==> config.mk <==
export PLATFORM = sky130hd
export DESIGN_NAME = haes_top
export DESIGN_NICKNAME = d
export VERILOG_FILES = /design/src/logic/haes_pkg.sv /design/src/logic/haes_event_counter.sv /design/src/logic/haes_top.sv
export SDC_FILE = /design/constraint.sdc
export NUM_CORES = 1
export LEC_CHECK = 0
export BUFFER_PORTS_ARGS = -buffer_cell sky130_fd_sc_hd__buf_2
export CAP_MARGIN = 10
export CELL_PAD_IN_SITES_DETAIL_PLACEMENT = 0
export CELL_PAD_IN_SITES_GLOBAL_PLACEMENT = 1
export CORE_MARGIN = 1
export CORE_UTILIZATION = 36
export DETAILED_ROUTE_END_ITERATION = 8
export PLACE_DENSITY_LB_ADDON = 0.1
export SETUP_SLACK_MARGIN = 0.15
export SYNTH_ARGS = -nofsm -noshare
export SYNTH_HDL_FRONTEND = slang
export SYNTH_SLANG_ARGS = --single-unit
==> constraint.sdc <==
create_clock -name mclk -period 9.9 [get_ports mclk]
set_input_delay 0.495 -clock mclk [delete_from_list [all_inputs] [get_ports mclk]]
set_output_delay 0.495 -clock mclk [all_outputs]
set_load 0.02 [all_outputs]
==> src/logic/haes_pkg.sv <==
package haes_pkg;

   // Control register field layout
   localparam int EVT_LSB  = 0;
   localparam int EVT_MSB  = 7;
   localparam int UMSK_LSB = 8;
   localparam int UMSK_MSB = 15;
   localparam int CTL_W    = 18;
   localparam int CTR_W    = 48;
   localparam int NUM_CTR  = 4;
   localparam int NUM_CHAN = 4;
   localparam int NUM_REG  = 11;
   localparam int INC_W    = 3;

   // Register offsets: control n at 2n, counter n at 2n+1
   localparam logic [3:0] OFS_CTL0 = 4'h0;
   localparam logic [3:0] OFS_CTR0 = 4'h1;
   localparam logic [3:0] OFS_STEP = 4'h2;

   localparam logic [CTL_W-1:0] CTL_RST = 18'h00000;
   localparam logic [CTR_W-1:0] CTR_RST = 48'h000000000000;

   // Event codes
   localparam logic [7:0] EV_REQUESTS   = 8'h01;
   localparam logic [7:0] EV_DIR_LOOKUP = 8'h0C;
   localparam logic [7:0] EV_DIR_UPDATE = 8'h0D;
   localparam logic [7:0] EV_BYP_OFF    = 8'h12;
   localparam logic [7:0] EV_BYP_OVR    = 8'h13;
   localparam logic [7:0] EV_RPQ_STARVE = 8'h15;
   localparam logic [7:0] EV_MEM_WRITES = 8'h1A;
   localparam logic [7:0] EV_REGION_LO  = 8'h1B;
   localparam logic [7:0] EV_REGION_HI  = 8'h1C;
   localparam logic [7:0] EV_LINK_STARV = 8'h22;

   // Per-cycle maxima
   localparam logic [INC_W-1:0] MAX_ONE  = 3'h1;
   localparam logic [INC_W-1:0] MAX_TWO  = 3'h2;
   localparam logic [INC_W-1:0] MAX_FOUR = 3'h4;

   // Request opcode classes
   typedef enum logic [1:0] {
      HAES_REQ_NONE  = 2'b00,
      HAES_REQ_READ  = 2'b01,
      HAES_REQ_WRITE = 2'b10
   } haes_req_e;

   typedef enum logic [2:0] {
      HAES_OP_RD     = 3'b000,
      HAES_OP_RD_OWN = 3'b001,
      HAES_OP_WR_STR = 3'b010,
      HAES_OP_WR_EVC = 3'b011,
      HAES_OP_WR_HTM = 3'b100,
      HAES_OP_WR_OTH = 3'b101
   } haes_op_e;

   // Raw activity from the home agent, one cycle each
   typedef struct packed {
      logic                bypass_off;
      logic                bypass_override;
      logic                dir_lookup_snp;
      logic                dir_lookup_nosnp;
      logic                remote_read_fill;
      logic                snoops_all_invalid;
      logic [3:0]          link_no_credit;
      logic [3:0]          mem_write;
      logic [NUM_CHAN-1:0] rpq_reg_empty;
      logic [NUM_CHAN-1:0] rpq_iso_empty;
      logic                req_valid;
      logic [2:0]          req_opcode;
      logic [1:0]          mem_req_valid;
      logic [7:0]          mem_req_addr0;
      logic [7:0]          mem_req_addr1;
   } haes_act_s;

   // Region decode table entry
   typedef struct packed {
      logic [7:0] base;
      logic [7:0] limit;
   } haes_region_s;

endpackage

==> src/logic/haes_event_counter.sv <==
`timescale 1ns/10ps
module haes_event_counter
   import haes_pkg::*;
#(
   parameter int WIDTH = haes_pkg::CTR_W
) (
   input  wire logic                      mclk,
   input  wire logic                      srst,
   input  wire logic                      load,
   input  wire logic [WIDTH-1:0]          load_val,
   input  wire logic [haes_pkg::INC_W-1:0] inc,
   output logic      [WIDTH-1:0]          count
);

   // -----------------------------------------
   // Counter, wraps on carry out of top bit
   // -----------------------------------------
   always_ff @(posedge mclk) begin
      if (srst) begin
         count <= CTR_RST[WIDTH-1:0];
      end else if (load) begin
         count <= load_val;
      end else begin
         count <= count + WIDTH'(inc);
      end
   end

endmodule

==> src/logic/haes_top.sv <==
`timescale 1ns/10ps
module haes_top
   import haes_pkg::*;
#(
   parameter bit DIR_PRESENT = 1'b1,
   parameter int NUM_CTR_P   = haes_pkg::NUM_CTR,
   parameter int NUM_REGION  = haes_pkg::NUM_REG
) (
   input  wire logic                     mclk,
   input  wire logic                     srst,
   input  wire logic [3:0]               reg_addr,
   input  wire logic [31:0]              reg_wdata,
   input  wire logic                     reg_wr,
   input  wire logic                     reg_rd,
   output logic      [31:0]              reg_rdata,
   input  wire haes_pkg::haes_act_s      act,
   input  wire haes_pkg::haes_region_s [NUM_REGION-1:0] region_map,
   output logic      [NUM_CTR_P*haes_pkg::CTR_W-1:0] count_flat,
   output logic      [1:0]               req_class,
   output logic      [NUM_CHAN-1:0]      rd_send_ok
);
   import haes_pkg::*;

   // -----------------------------------------
   // Control registers
   // -----------------------------------------
   logic [CTL_W-1:0]     ctl [NUM_CTR_P];
   logic [CTR_W-1:0]     cnt [NUM_CTR_P];
   logic [NUM_CTR_P-1:0] ctr_load;
   logic [INC_W-1:0]     inc [NUM_CTR_P];
   logic [2:0]           ctr_idx;
   logic                 ctr_hi;

   assign ctr_idx = reg_addr[3:1];
   assign ctr_hi  = reg_addr[0];

   always_ff @(posedge mclk) begin
      for (int i = 0; i < NUM_CTR_P; i++) begin
         if (srst) begin
            ctl[i] <= CTL_RST;
         end else if (reg_wr && !ctr_hi && int'(ctr_idx) == i) begin
            ctl[i] <= reg_wdata[CTL_W-1:0];
         end
      end
   end

   // Counter preload, write data to low word, high 16 bits cleared
   always_comb begin
      for (int i = 0; i < NUM_CTR_P; i++) begin
         ctr_load[i] = reg_wr && ctr_hi && int'(ctr_idx) == i;
      end
   end

   // -----------------------------------------
   // Pipelined activity sources
   // -----------------------------------------
   haes_act_s            act_q;
   logic [1:0]           req_cls_q;
   logic [3:0]           reg_hit_q [2];
   logic [1:0]           reg_ok_q;
   logic [NUM_CHAN-1:0]  rpq_starve;
   logic [1:0]           dir_upd;

   always_ff @(posedge mclk) begin
      if (srst) begin
         act_q <= '0;
      end else begin
         act_q <= act;
      end
   end

   function automatic logic [1:0] classify(input logic [2:0] op);
      logic [1:0] c;
      c = HAES_REQ_NONE;
      case (op)
         HAES_OP_RD, HAES_OP_RD_OWN: c = HAES_REQ_READ;
         HAES_OP_WR_STR, HAES_OP_WR_EVC,
         HAES_OP_WR_HTM, HAES_OP_WR_OTH: c = HAES_REQ_WRITE;
         default: c = HAES_REQ_NONE;
      endcase
      return c;
   endfunction

   always_ff @(posedge mclk) begin
      if (srst) begin
         req_cls_q <= HAES_REQ_NONE;
      end else begin
         req_cls_q <= act.req_valid ? classify(act.req_opcode)
                                    : HAES_REQ_NONE;
      end
   end

   // Decode result when no region matches
   localparam logic [4:0] NO_REGION = 5'h1F;

   // decode each memory request to a region
   function automatic logic [4:0] decode(
      input logic [7:0] a,
      input haes_region_s [NUM_REGION-1:0] m
   );
      logic [4:0] r;
      r = NO_REGION;
      for (int k = NUM_REGION - 1; k >= 0; k--) begin
         if (a >= m[k].base && a <= m[k].limit) begin
            r = 5'(k);
         end
      end
      return r;
   endfunction

   logic [4:0] reg_id [2];
   always_comb begin
      reg_id[0] = decode(act.mem_req_addr0, region_map);
      reg_id[1] = decode(act.mem_req_addr1, region_map);
   end

   always_ff @(posedge mclk) begin
      if (srst) begin
         reg_hit_q[0] <= 4'h0;
         reg_hit_q[1] <= 4'h0;
      end else begin
         for (int j = 0; j < 2; j++) begin
            reg_hit_q[j] <= reg_id[j][3:0];
         end
      end
   end

   // request outside every region counts nowhere
   always_ff @(posedge mclk) begin
      if (srst) begin
         reg_ok_q <= 2'b00;
      end else begin
         for (int j = 0; j < 2; j++) begin
            reg_ok_q[j] <= act.mem_req_valid[j] && reg_id[j] != NO_REGION;
         end
      end
   end

   // regular pool only; special pool ignored
   assign rpq_starve = act_q.rpq_reg_empty;

   assign dir_upd = {act_q.snoops_all_invalid, act_q.remote_read_fill};

   // -----------------------------------------
   // Sub-events, bit n answers unit-mask bit n
   // -----------------------------------------
   logic [7:0] sub_lookup;
   logic [7:0] sub_update;
   logic [7:0] sub_link;
   logic [7:0] sub_write;
   logic [7:0] sub_req;
   logic [7:0] sub_starve;

   // snoop needed on bit 0, none on bit 1
   assign sub_lookup = {6'h00, act_q.dir_lookup_nosnp,
                        act_q.dir_lookup_snp};
   // set on bit 0, clear on bit 1
   assign sub_update = {6'h00, dir_upd};
   assign sub_link   = {4'h0, act_q.link_no_credit};
   assign sub_write  = {4'h0, act_q.mem_write};
   // reads on bits 1:0, writes 3:2
   assign sub_req    = {4'h0, {2{req_cls_q[1]}}, {2{req_cls_q[0]}}};
   assign sub_starve = {4'h0, rpq_starve};

   // -----------------------------------------
   // Subevent sum per counter
   // -----------------------------------------
   // selected sub-events summed
   function automatic logic [INC_W-1:0] popcnt8(input logic [7:0] v);
      logic [INC_W:0] s;
      s = '0;
      for (int b = 0; b < 8; b++) begin
         s = s + {{INC_W{1'b0}}, v[b]};
      end
      return (s > {1'b0, MAX_FOUR}) ? MAX_FOUR : s[INC_W-1:0];
   endfunction

   function automatic logic [INC_W-1:0] cap(
      input logic [INC_W-1:0] v,
      input logic [INC_W-1:0] m
   );
      return (v > m) ? m : v;
   endfunction

   function automatic logic [INC_W-1:0] region_count(
      input logic [1:0] ok,
      input logic [3:0] h0,
      input logic [3:0] h1,
      input logic [7:0] um,
      input logic       hi
   );
      logic [INC_W-1:0] s;
      logic [3:0] h [2];
      s = '0;
      h[0] = h0;
      h[1] = h1;
      for (int j = 0; j < 2; j++) begin
         if (ok[j] && (h[j][3] == hi) && um[h[j][2:0]]) begin
            s = s + 3'h1;
         end
      end
      return s;
   endfunction

   // every counter sees the full event set
   always_comb begin
      for (int i = 0; i < NUM_CTR_P; i++) begin
         logic [7:0] ev;
         logic [7:0] um;
         ev = ctl[i][EVT_MSB:EVT_LSB];
         um = ctl[i][UMSK_MSB:UMSK_LSB];
         inc[i] = '0;
         case (ev)
            EV_BYP_OFF: inc[i] = {2'b00, act_q.bypass_off};
            EV_BYP_OVR: inc[i] = {2'b00, act_q.bypass_override};
            EV_DIR_LOOKUP: begin
               inc[i] = DIR_PRESENT ? cap(popcnt8(sub_lookup & um),
                                          MAX_ONE) : '0;
            end
            EV_DIR_UPDATE: begin
               inc[i] = DIR_PRESENT ? cap(popcnt8(sub_update & um),
                                          MAX_ONE) : '0;
            end
            EV_LINK_STARV: inc[i] = cap(popcnt8(sub_link & um), MAX_ONE);
            EV_MEM_WRITES: inc[i] = cap(popcnt8(sub_write & um), MAX_ONE);
            EV_REQUESTS: inc[i] = cap(popcnt8(sub_req & um), MAX_ONE);
            EV_RPQ_STARVE: inc[i] = popcnt8(sub_starve & um);
            EV_REGION_LO: inc[i] = cap(region_count(reg_ok_q,
               reg_hit_q[0], reg_hit_q[1], um, 1'b0), MAX_TWO);
            EV_REGION_HI: inc[i] = cap(region_count(reg_ok_q,
               reg_hit_q[0], reg_hit_q[1], um, 1'b1), MAX_TWO);
            default: inc[i] = '0;
         endcase
      end
   end

   // -----------------------------------------
   // Counters
   // -----------------------------------------
   // 48-bit wrapping counters
   for (genvar g = 0; g < NUM_CTR_P; g++) begin : g_ctr
      haes_event_counter #(
         .WIDTH (CTR_W)
      ) u_ctr (
         .mclk     (mclk),
         .srst     (srst),
         .load     (ctr_load[g]),
         .load_val ({16'h0000, reg_wdata}),
         .inc      (inc[g]),
         .count    (cnt[g])
      );
   end

   // -----------------------------------------
   // Read port and status outputs
   // -----------------------------------------
   // counts readable while running
   always_ff @(posedge mclk) begin
      if (srst) begin
         reg_rdata <= 32'h00000000;
      end else if (reg_rd) begin
         reg_rdata <= 32'h00000000;
         for (int i = 0; i < NUM_CTR_P; i++) begin
            if (int'(ctr_idx) == i) begin
               reg_rdata <= ctr_hi ? cnt[i][31:0]
                                   : {14'h0000, ctl[i]};
            end
         end
      end else begin
         reg_rdata <= 32'h00000000;
      end
   end

   always_ff @(posedge mclk) begin
      if (srst) begin
         count_flat <= '0;
      end else begin
         for (int i = 0; i < NUM_CTR_P; i++) begin
            count_flat[i*CTR_W +: CTR_W] <= cnt[i];
         end
      end
   end

   always_ff @(posedge mclk) begin
      if (srst) begin
         req_class <= HAES_REQ_NONE;
      end else begin
         req_class <= req_cls_q;
      end
   end

   // reads may go only where a regular credit exists
   always_ff @(posedge mclk) begin
      if (srst) begin
         rd_send_ok <= '0;
      end else begin
         rd_send_ok <= ~act.rpq_reg_empty;
      end
   end

endmodule

Word level (Yosys, flattened, before mapping):

Memories as Yosys holds them, arrays and structs flattened.
Cells that the tools add are included.
W data, S select, Z words.

* memories: 2
* bits in read-only memories: 0
* register bits: 444
* bits in writable memories: 80
* input port bits: 260
* logic and storage cells: 613
* bits in latches: 0
* output and inout bits: 230

* bitwise gates (word level): 35
* mux-type cells: 160
* magnitude comparators: 98
* equal/unequal tests: 50
* divide/modulo/power cells: 0
* shifts and indexed selects: 0
* reduce and logical (&&, ||, !) cells: 65
* multipliers: 0
* add/sub/neg operators: 180

Memory list
* ctl: depth 4, width 18, read ports 4, clocked after Yosys merged registers in 0, wr ports 4, RTL line haes_top.sv:27 `logic [CTL_W-1:0] ctl [NUM_CTR_P];`
* reg_hit_q: depth 2, width 4, read ports 2, clocked after Yosys merged registers in 0, wr ports 2, RTL line haes_top.sv:59 `logic [3:0] reg_hit_q [2];`

Operators by type and width (number)
* $add A4 B1 Y4: 96
* $mux W32: 12
* $mux W3: 76
* $add A48 B3 Y48: 4
* $eq A8 B5 Y1 const B: 24
* $ge A8 B8 Y1: 22
* $le A8 B8 Y1: 22
* $and A4 B8 Y8: 16
* $pmux W3 S10: 4
* $mux W5: 22
* $add A3 B1 Y4: 24
* $gt A4 B3 Y1 const B: 24
* $add A2 B1 Y3: 24
* $mux W18: 4
* $and A2 B8 Y8: 8
* $eq A8 B4 Y1 const B: 8
* $gt A3 B1 Y1 const B: 20
* $logic_and A1 B1 Y1: 54
* $add A1 B1 Y2: 24
* $eq A8 B1 Y1 const B: 4
* $eq A8 B6 Y1 const B: 4
* $mux W1: 31
* $add A3 B1 Y3 const B: 8
* $bmux W1 S3: 8
* other kinds (15): 45

Longest topological paths before layout:

Gate-level depths: netlist of run 1.
An unclocked memory read counts as a cell.

* word-level depth: 16
* depth in mapped cells: 21
* mapped depth without buffers: 19

Hierarchy:

A second synthesis of run 1 with hierarchy kept.

* cells, all modules: 4019
* area total of the unflattened synthesis: 34891.0 um^2

By module, submodules not included
* haes_top: sequential area each 7367.1 um^2, cells an instance 2471, instances 1, area an instance 22504.1 um^2
* haes_event_counter: sequential area each 960.9 um^2, cells an instance 387, instances 4, area an instance 3096.7 um^2

Worst setup path after synthesis of run 1:

Ideal clock, no wire load.

* kind: flip-flop to flip-flop
* from: memory reg_hit_q[0][0]
* to: register g_ctr[2].u_ctr.count[26]
* setup time: 0.139 ns
* slack: 5.636 ns
* buffers on the path: 2
* cell stages (with the launch flop): 18
* required time: 9.761 ns
* arrival: 4.126 ns
* period minus slack after synthesis: 4.264 ns
* path through: dfxtp_1 -> clkbuf_1 -> mux4_2 -> mux2i_1 -> nor2_1 -> ha_1 -> mux4_2 -> a21oi_1 -> o21ai_0 -> ha_1 -> fa_1 -> a21o_1 -> nand3_1 -> clkbuf_1 -> nor2_1 -> nand4_1 -> xor2_1 -> a211oi_1

RTL lines
* start, declared: RTL line haes_top.sv:59
* end signal, assigned: RTL line haes_event_counter.sv:20 `count <= CTR_RST[WIDTH-1:0];`
* end signal, assigned: RTL line haes_event_counter.sv:22 `count <= load_val;`
* end signal, assigned: RTL line haes_event_counter.sv:24 `count <= count + WIDTH'(inc);`
* end, declared: RTL line haes_event_counter.sv:12 `output logic [WIDTH-1:0] count`

==> flow_summary.yaml, run 1 <==
status:
  status: "complete, no violations"
synthesis:
  syn_nets: 4328
  syn_area_um2: 32000
  synthFlopType: "dfxtp_1"
  yosysTopAreaCell: "dfxtp_1"
  synth_top_area_share_pct: 28.28
  yosysSeqAreaShare_pct: 35.03
  async_reset_ff_share_pct: 0
  ys_ff_latch: 524
  yosysWarnings: 0
  synth_enable_flop_cells: 72
  netlist_instances: 3627
  synthDistinctLibCells: 67
  syn_area_per_cell_um2: 8.823
  synthTopCellsByArea: "dfxtp_1 (28%), ha_1 (16%), edfxtp_1 (6.8%)"
sta:
  slew_violations: 0
  clock_skew_ns: 0.03111
  fin_tns_setup_ns: 0
  maxSlewHeadroom_pct: 30.79
  rsz0062_at_grt: "false"
  hold_violations: 0
  post-route-period-util_pct: 52.25
  fmax_ghz: 0.1933
  tightest_slew_ns: 1.038
  min_period_ns: 5.173
  setup_viol: 0
global_route:
  antenna_found_initial: 34
  grt_overflow_total: 0
  grt_usage_pct: 24.23
  first_global_vias: 26890
  grt_start_max_net_pins: 143
  grt_pass1_wl_um: 166200
drt:
  wirelength_um: 111000
  first_iter_violations: 1663
  vias: 27290
  antenna_left: 0
  wire_per_inst_um: 21.06
  drc: 0
  vias_per_cell: 5.177
  firstDrtPassIters: 5
worst_setup_path:
  criticalPathCategory: "reg -> reg"
  worstPathRequired_ns: 10.37
  crit_buf_inv: 0
  critPathMaxFanout: 11
  slowest_stage: "dfxtp_1"
  worstPathCellList: "mux4_2, mux2i_1, nor2_1, ha_1, mux4_2, a21oi_1, o21ai_0, ha_1, fa_1, a21o_1, nand3_1, nor2_1, nand4_1, xor2_1, a211oi_1"
  cp-end-kind: "flip-flop"
  worstSetupStartpointType: "flip-flop"
  worstPathArrival_ns: 5.65
  cpPeakStageDelay_ns: 0.76
  crit_family: "multiplexers"
clock_tree:
  htreeDepth: 2
  cts_hold_buf: 0
  clock_tree.root_cell: "clkbuf_16"
  cts_resized: 0
  clk_pin_slew_worst_paths_ns: 0.06
  cts_setup_buffers: 0
  cts_tree: "built"
  cts_buffer_depth: 3
  cts_buffers: 58
  cts_sinks: 524
  clock_latency_ns: 0.64
finish:
  final_cell_area_um2: 37690
  layout.cells.non_filler: 5270
  area_growth_syn_to_layout_pct: 17.78
  final_nets: 4757
  layout_commonest_cell: "buf_2"
  drive_above_1_share_pct: 15.71
  final_cell_mix: "buf_2 (482), dfxtp_1 (452), nor2_1 (424), ha_1 (421), inv_1 (252)"
  utilization_pct: 43.11
floorplanning:
  core_um2: 87430
  ios: 490
  die_x_um: 300.1
  rows: 108
  start_util_pct: 36.60
  fp.dieH_um: 300.1
  die_area_um2: 90080
place:
  portBuffers: 484
  gp_congestion: 0.8560
  placed_cells: 5151
  post-dp-hpwl_um: 84350
  place_area_um2: 35560
pwr:
  power_w: 0.005399
  peakVddDrop_mv: 0.1374
  leakage_nw: 16.91
  p_per_area_nw_per_um2: 143.3
min_path:
  min_path_type: "in -> reg"
flow_run:
  drv_cap: 0
[power by group]
part           total (W)  internal, W  switching [W]
Combinational   0.000753     0.000303       0.000451
Sequential       0.00229      0.00221      0.0000826
Clock            0.00236      0.00141       0.000944
Total            0.00540      0.00392        0.00148
[final timing paths]
check / start / to / slack [ns] / cells after the start
setup reg to reg: reg_hit_q[0][0] / g_ctr[2].u_ctr.count[26] / 4.73 / 15
setup / recovery: reg_hit_q[0][0] / g_ctr[2].u_ctr.count[26] / 4.73 / 15
hold reg to reg: g_ctr[1].u_ctr.count[47] / count_flat[95] / 0.48 / 1
hold / removal: act[29] / rd_send_ok[3] / 0.04 / 2
[through the flow]
stage | hold slack [ns] | setup slack, ns
final | 0.04010 | 4.727
after global routing | 0.02887 | 4.393
after CTS | 0.005272 | 4.656
after detailed placement | 0.4741 | 4.682
after global placement | 0.4653 | 4.706
after floorplan | 0.4359 | 5.636
[area by class of cell]
cell class	count	area, um2
Antenna cell	10	25.02
Clock inverter	29	410.4
Inverter	252	945.9
Multi-Input combinational cell	2712	19330
Clock buffer	80	1689
Timing Repair Buffer	508	2628
Tap cell	1155	1445
Sequential cell	524	11210
Fill cell	8873	49740
[cells in the mapped netlist (20+ instances only)]
| library cell | count |
|---|---|
| a211oi_1 | 106 |
| a21o_1 | 48 |
| a21oi_1 | 188 |
| a31oi_1 | 30 |
| and2_1 | 88 |
| and3_1 | 39 |
| and4_1 | 27 |
| clkbuf_1 | 130 |
| dfxtp_1 | 452 |
| edfxtp_1 | 72 |
| fa_1 | 20 |
| ha_1 | 421 |
| inv_1 | 252 |
| mux2i_1 | 60 |
| nand2_1 | 214 |
| nand2b_1 | 53 |
| nand3_1 | 99 |
| nand4_1 | 88 |
| nor2_1 | 424 |
| nor2b_1 | 232 |
| nor3_1 | 52 |
| o211ai_1 | 20 |
| o21a_1 | 35 |
| o21ai_0 | 87 |
| o22ai_1 | 38 |
| or3_1 | 22 |
| xnor2_1 | 75 |
| xor2_1 | 89 |
[logic make-up (layout without fill, tap and decap cells)]
kind of cell | after synthesis | after routing | share of synthesized area, %
fa+ha+maj | 441 | 441 | 17.71
compound gates | 634 | 634 | 12.74
xor+xnor | 164 | 164 | 4.489
other cells | 0 | 10 | 0
simple gates | 1396 | 1396 | 22.33
mux | 77 | 77 | 3.073
flops | 524 | 524 | 35.03
buf+inv | 391 | 869 | 4.626
[layer usage]
layer / vias to the layer above / share of wire [%] / GRT usage, %
li1: 13610 / - / -
met1: 12740 / 46 / 32.55
met2: 739 / 45 / 39.13
met3: 162 / 6.5 / 4.964
met4: 34 / 2.6 / 6.876
met5: - / 0.19 / 0
[registers in the layout, summed over array words and instances, names as in the netlist]
name and flops:
reg_rdata 32, rd_send_ok 4, act_q 14, reg_ok_q 2, req_cls_q 2, reg_hit_q 8
req_class 2, g_ctr.u_ctr.count 192, ctl 72, rpq_starve 4, count_flat 192
(Power assumes the default switching activity.)
==> run 2, diff against run 1 <==
==> constraint.sdc (replaced) <==
create_clock -name mclk -period 4.8 [get_ports mclk]
set_input_delay 0.24 -clock mclk [delete_from_list [all_inputs] [get_ports mclk]]
set_output_delay 0.24 -clock mclk [all_outputs]
set_load 0.02 [all_outputs]
==> run 2 against run 1 <==
  * Non-clock buffer count grew 87
  * Flip-flop and latch count unchanged
  * Cell area grew 1.8%
  * Clock skew decreased by 0.012 ns
  * Utilization grew 0.78 points
  * Wire length up 1.4%
  * Combinational power increased by 120%
  * Sequential power increased by 110%
  * Die area is the same
  * Critical path depth grew 6
  * Clock-buffer cell count increased by 3
==> flow_summary.yaml, run 2 (synthesized netlist as in run 1, its figures left out) <==
sta:
  clock_skew_ns: 0.01917
  tightest_slew_ns: 1.113
  setup_viol: 0
  hold_violations: 0
  slew_violations: 0
  rsz0062_at_grt: "false"
  fmax_ghz: 0.2263
  fin_tns_setup_ns: 0
  post-route-period-util_pct: 92.07
  maxSlewHeadroom_pct: 25.83
  min_period_ns: 4.419
finish:
  layout_commonest_cell: "buf_2"
  final_cell_area_um2: 38370
  reg_top3: "count_flat: 192 flops, g_ctr.u_ctr.count: 192 flops, ctl: 72 flops"
  final_cell_mix: "buf_2 (482), dfxtp_1 (451), nor2_1 (422), ha_1 (421), inv_1 (252)"
  drive_above_1_share_pct: 16.44
  final_nets: 4843
  area_growth_syn_to_layout_pct: 19.91
  utilization_pct: 43.89
floorplanning:
  ios: 490
  fp.dieH_um: 300.1
  die_x_um: 300.1
  die_area_um2: 90080
  start_util_pct: 36.60
  rows: 108
  core_um2: 87430
drt:
  first_iter_violations: 1449
  wl_met1_um: 50820
  antenna_left: 0
  drc: 0
  firstDrtPassIters: 5
  vias: 27450
  wl_met2_um: 52670
  dr.max_layer_used: "met5"
  wire_per_inst_um: 21.03
  wirelength_um: 112600
  vias_per_cell: 5.129
  wl_met3_um: 6769
pwr:
  p_per_area_nw_per_um2: 284.6
  leakage_nw: 17.26
  pwr-share-clk_pct: 42.0
  pwr-share-comb_pct: 14.9
  seqPwrFrac_pct: 43.0
  p_int_w: 0.007902
  p_switching_w: 0.003019
  peakVddDrop_mv: 0.2729
  p_sw_share_pct: 27.64
clock_tree:
  htreeDepth: 2
  cts_buffers: 57
  clock_tree.root_cell: "clkbuf_16"
  clock_latency_ns: 0.64
  cts_tree: "built"
  cts_sinks: 524
  cts_buffer_depth: 3
  clk_pin_slew_worst_paths_ns: 0.06
min_path:
  hold_start: "srst"
  min_path_type: "in -> reg"
  min_to: "count_flat[182]"
  hold_path_depth: 2
global_route:
  grt_overflow_total: 0
  grt_usage_pct: 24.47
  grt_start_max_net_pins: 92
  antenna_found_initial: 26
  grt_pass1_wl_um: 167500
  first_global_vias: 27070
worst_setup_path:
  r2r_start: "ctl[0][11]"
  worstSetupStartpointType: "flip-flop"
  rr_endpoint: "g_ctr[0].u_ctr.count[22]"
  critPathMaxFanout: 5
  worstPathRequired_ns: 5.35
  criticalPathCategory: "reg -> reg"
  cp-end-kind: "flip-flop"
  reg2reg_slack_ns: 0.38
  worstPathArrival_ns: 4.97
  ff2ff_path_depth: 21
place:
  portBuffers: 484
  post-dp-hpwl_um: 86480
  place_area_um2: 35800
  gp_congestion: 0.8744
flow_run:
  drv_cap: 0
status:
  status: "complete, no violations"
run 2: stage by stage:
stage          cells  hold slack [ns]  worst slack (ns)  total power (W)
2_1_floorplan   3627           0.3124            0.5356         0.005725
3_3_place_gp    5184           0.4143            0.2864         0.006373
3_5_place_dp    5184           0.4187            0.2394         0.006389
4_1_cts         5338         0.008128            0.2310          0.01103
5_1_grt         5347          0.02585            0.1197          0.01141
6_report        5352          0.03476            0.3809          0.01092
run 2: cell type report:
class	count	area [um2]
clock buffer	83	1730
inverter	252	945.9
tap	1155	1445
sequential	524	11210
multi-input combinational	2712	19370
clock inverter	24	260.3
timing repair buffer	595	3386
antenna	7	17.52
fill	8856	49060
run 2: timing repair:
| item | CTS | global route |
|---|---|---|
| buffers inserted | 0 | 7 |
| gates resized for setup | 0 | 9 |
| endpoints found under the setup margin | 0 | 32 |
| endpoints found under the hold margin | 114 | 0 |
| hold buffers | 47 | 0 |
run 2: how the worst max path moves through the flow:
| stage | from | cells past startpoint | endpoint |
|---|---|---|---|
| after floorplan | reg_hit_q[0][0] | 17 | g_ctr[2].u_ctr.count[26] |
| after global placement | reg_hit_q[0][4] | 17 | g_ctr[3].u_ctr.count[40] |
| after detailed placement | ctl[0][11] | 20 | g_ctr[0].u_ctr.count[46] |
| after CTS | ctl[0][8] | 20 | g_ctr[0].u_ctr.count[46] |
| after global routing | ctl[0][8] | 20 | g_ctr[0].u_ctr.count[43] |
| final | ctl[0][11] | 21 | g_ctr[0].u_ctr.count[22] |
run 2: routing by layer:
layer  track usage (%)  vias up
li1                  -    13780
met1             32.35    12810
met2             41.24      681
met3             4.697      137
met4             5.078       42
met5                 0        -
run 2: power by group through the flow:
stage	combinational (W)	clock (W)	sequential, W
6_report	0.00163	0.00459	0.00470
5_1_grt	0.00183	0.00488	0.00471
4_1_cts	0.00163	0.00470	0.00470
3_5_place_dp	0.00159	0	0.00479
3_3_place_gp	0.00158	0	0.00479
2_1_floorplan	0.000990	0	0.00474
run 2: worst max-delay path, stage by stage, from the launching register on:
cell	delay [ns]
edfxtp_1	0.52
buf_4	0.20
and2_1	0.16
fa_1	0.45
ha_1	0.23
inv_1	0.06
ha_1	0.17
o21ai_0	0.10
nand2_1	0.06
o311ai_0	0.11
a21oi_1	0.17
o211ai_1	0.14
ha_1	0.25
fa_1	0.42
a21oi_1	0.30
nor2_2	0.11
and3_1	0.25
buf_4	0.17
nand2_1	0.11
xnor2_1	0.13
nor2_1	0.06
nor3_1	0.18
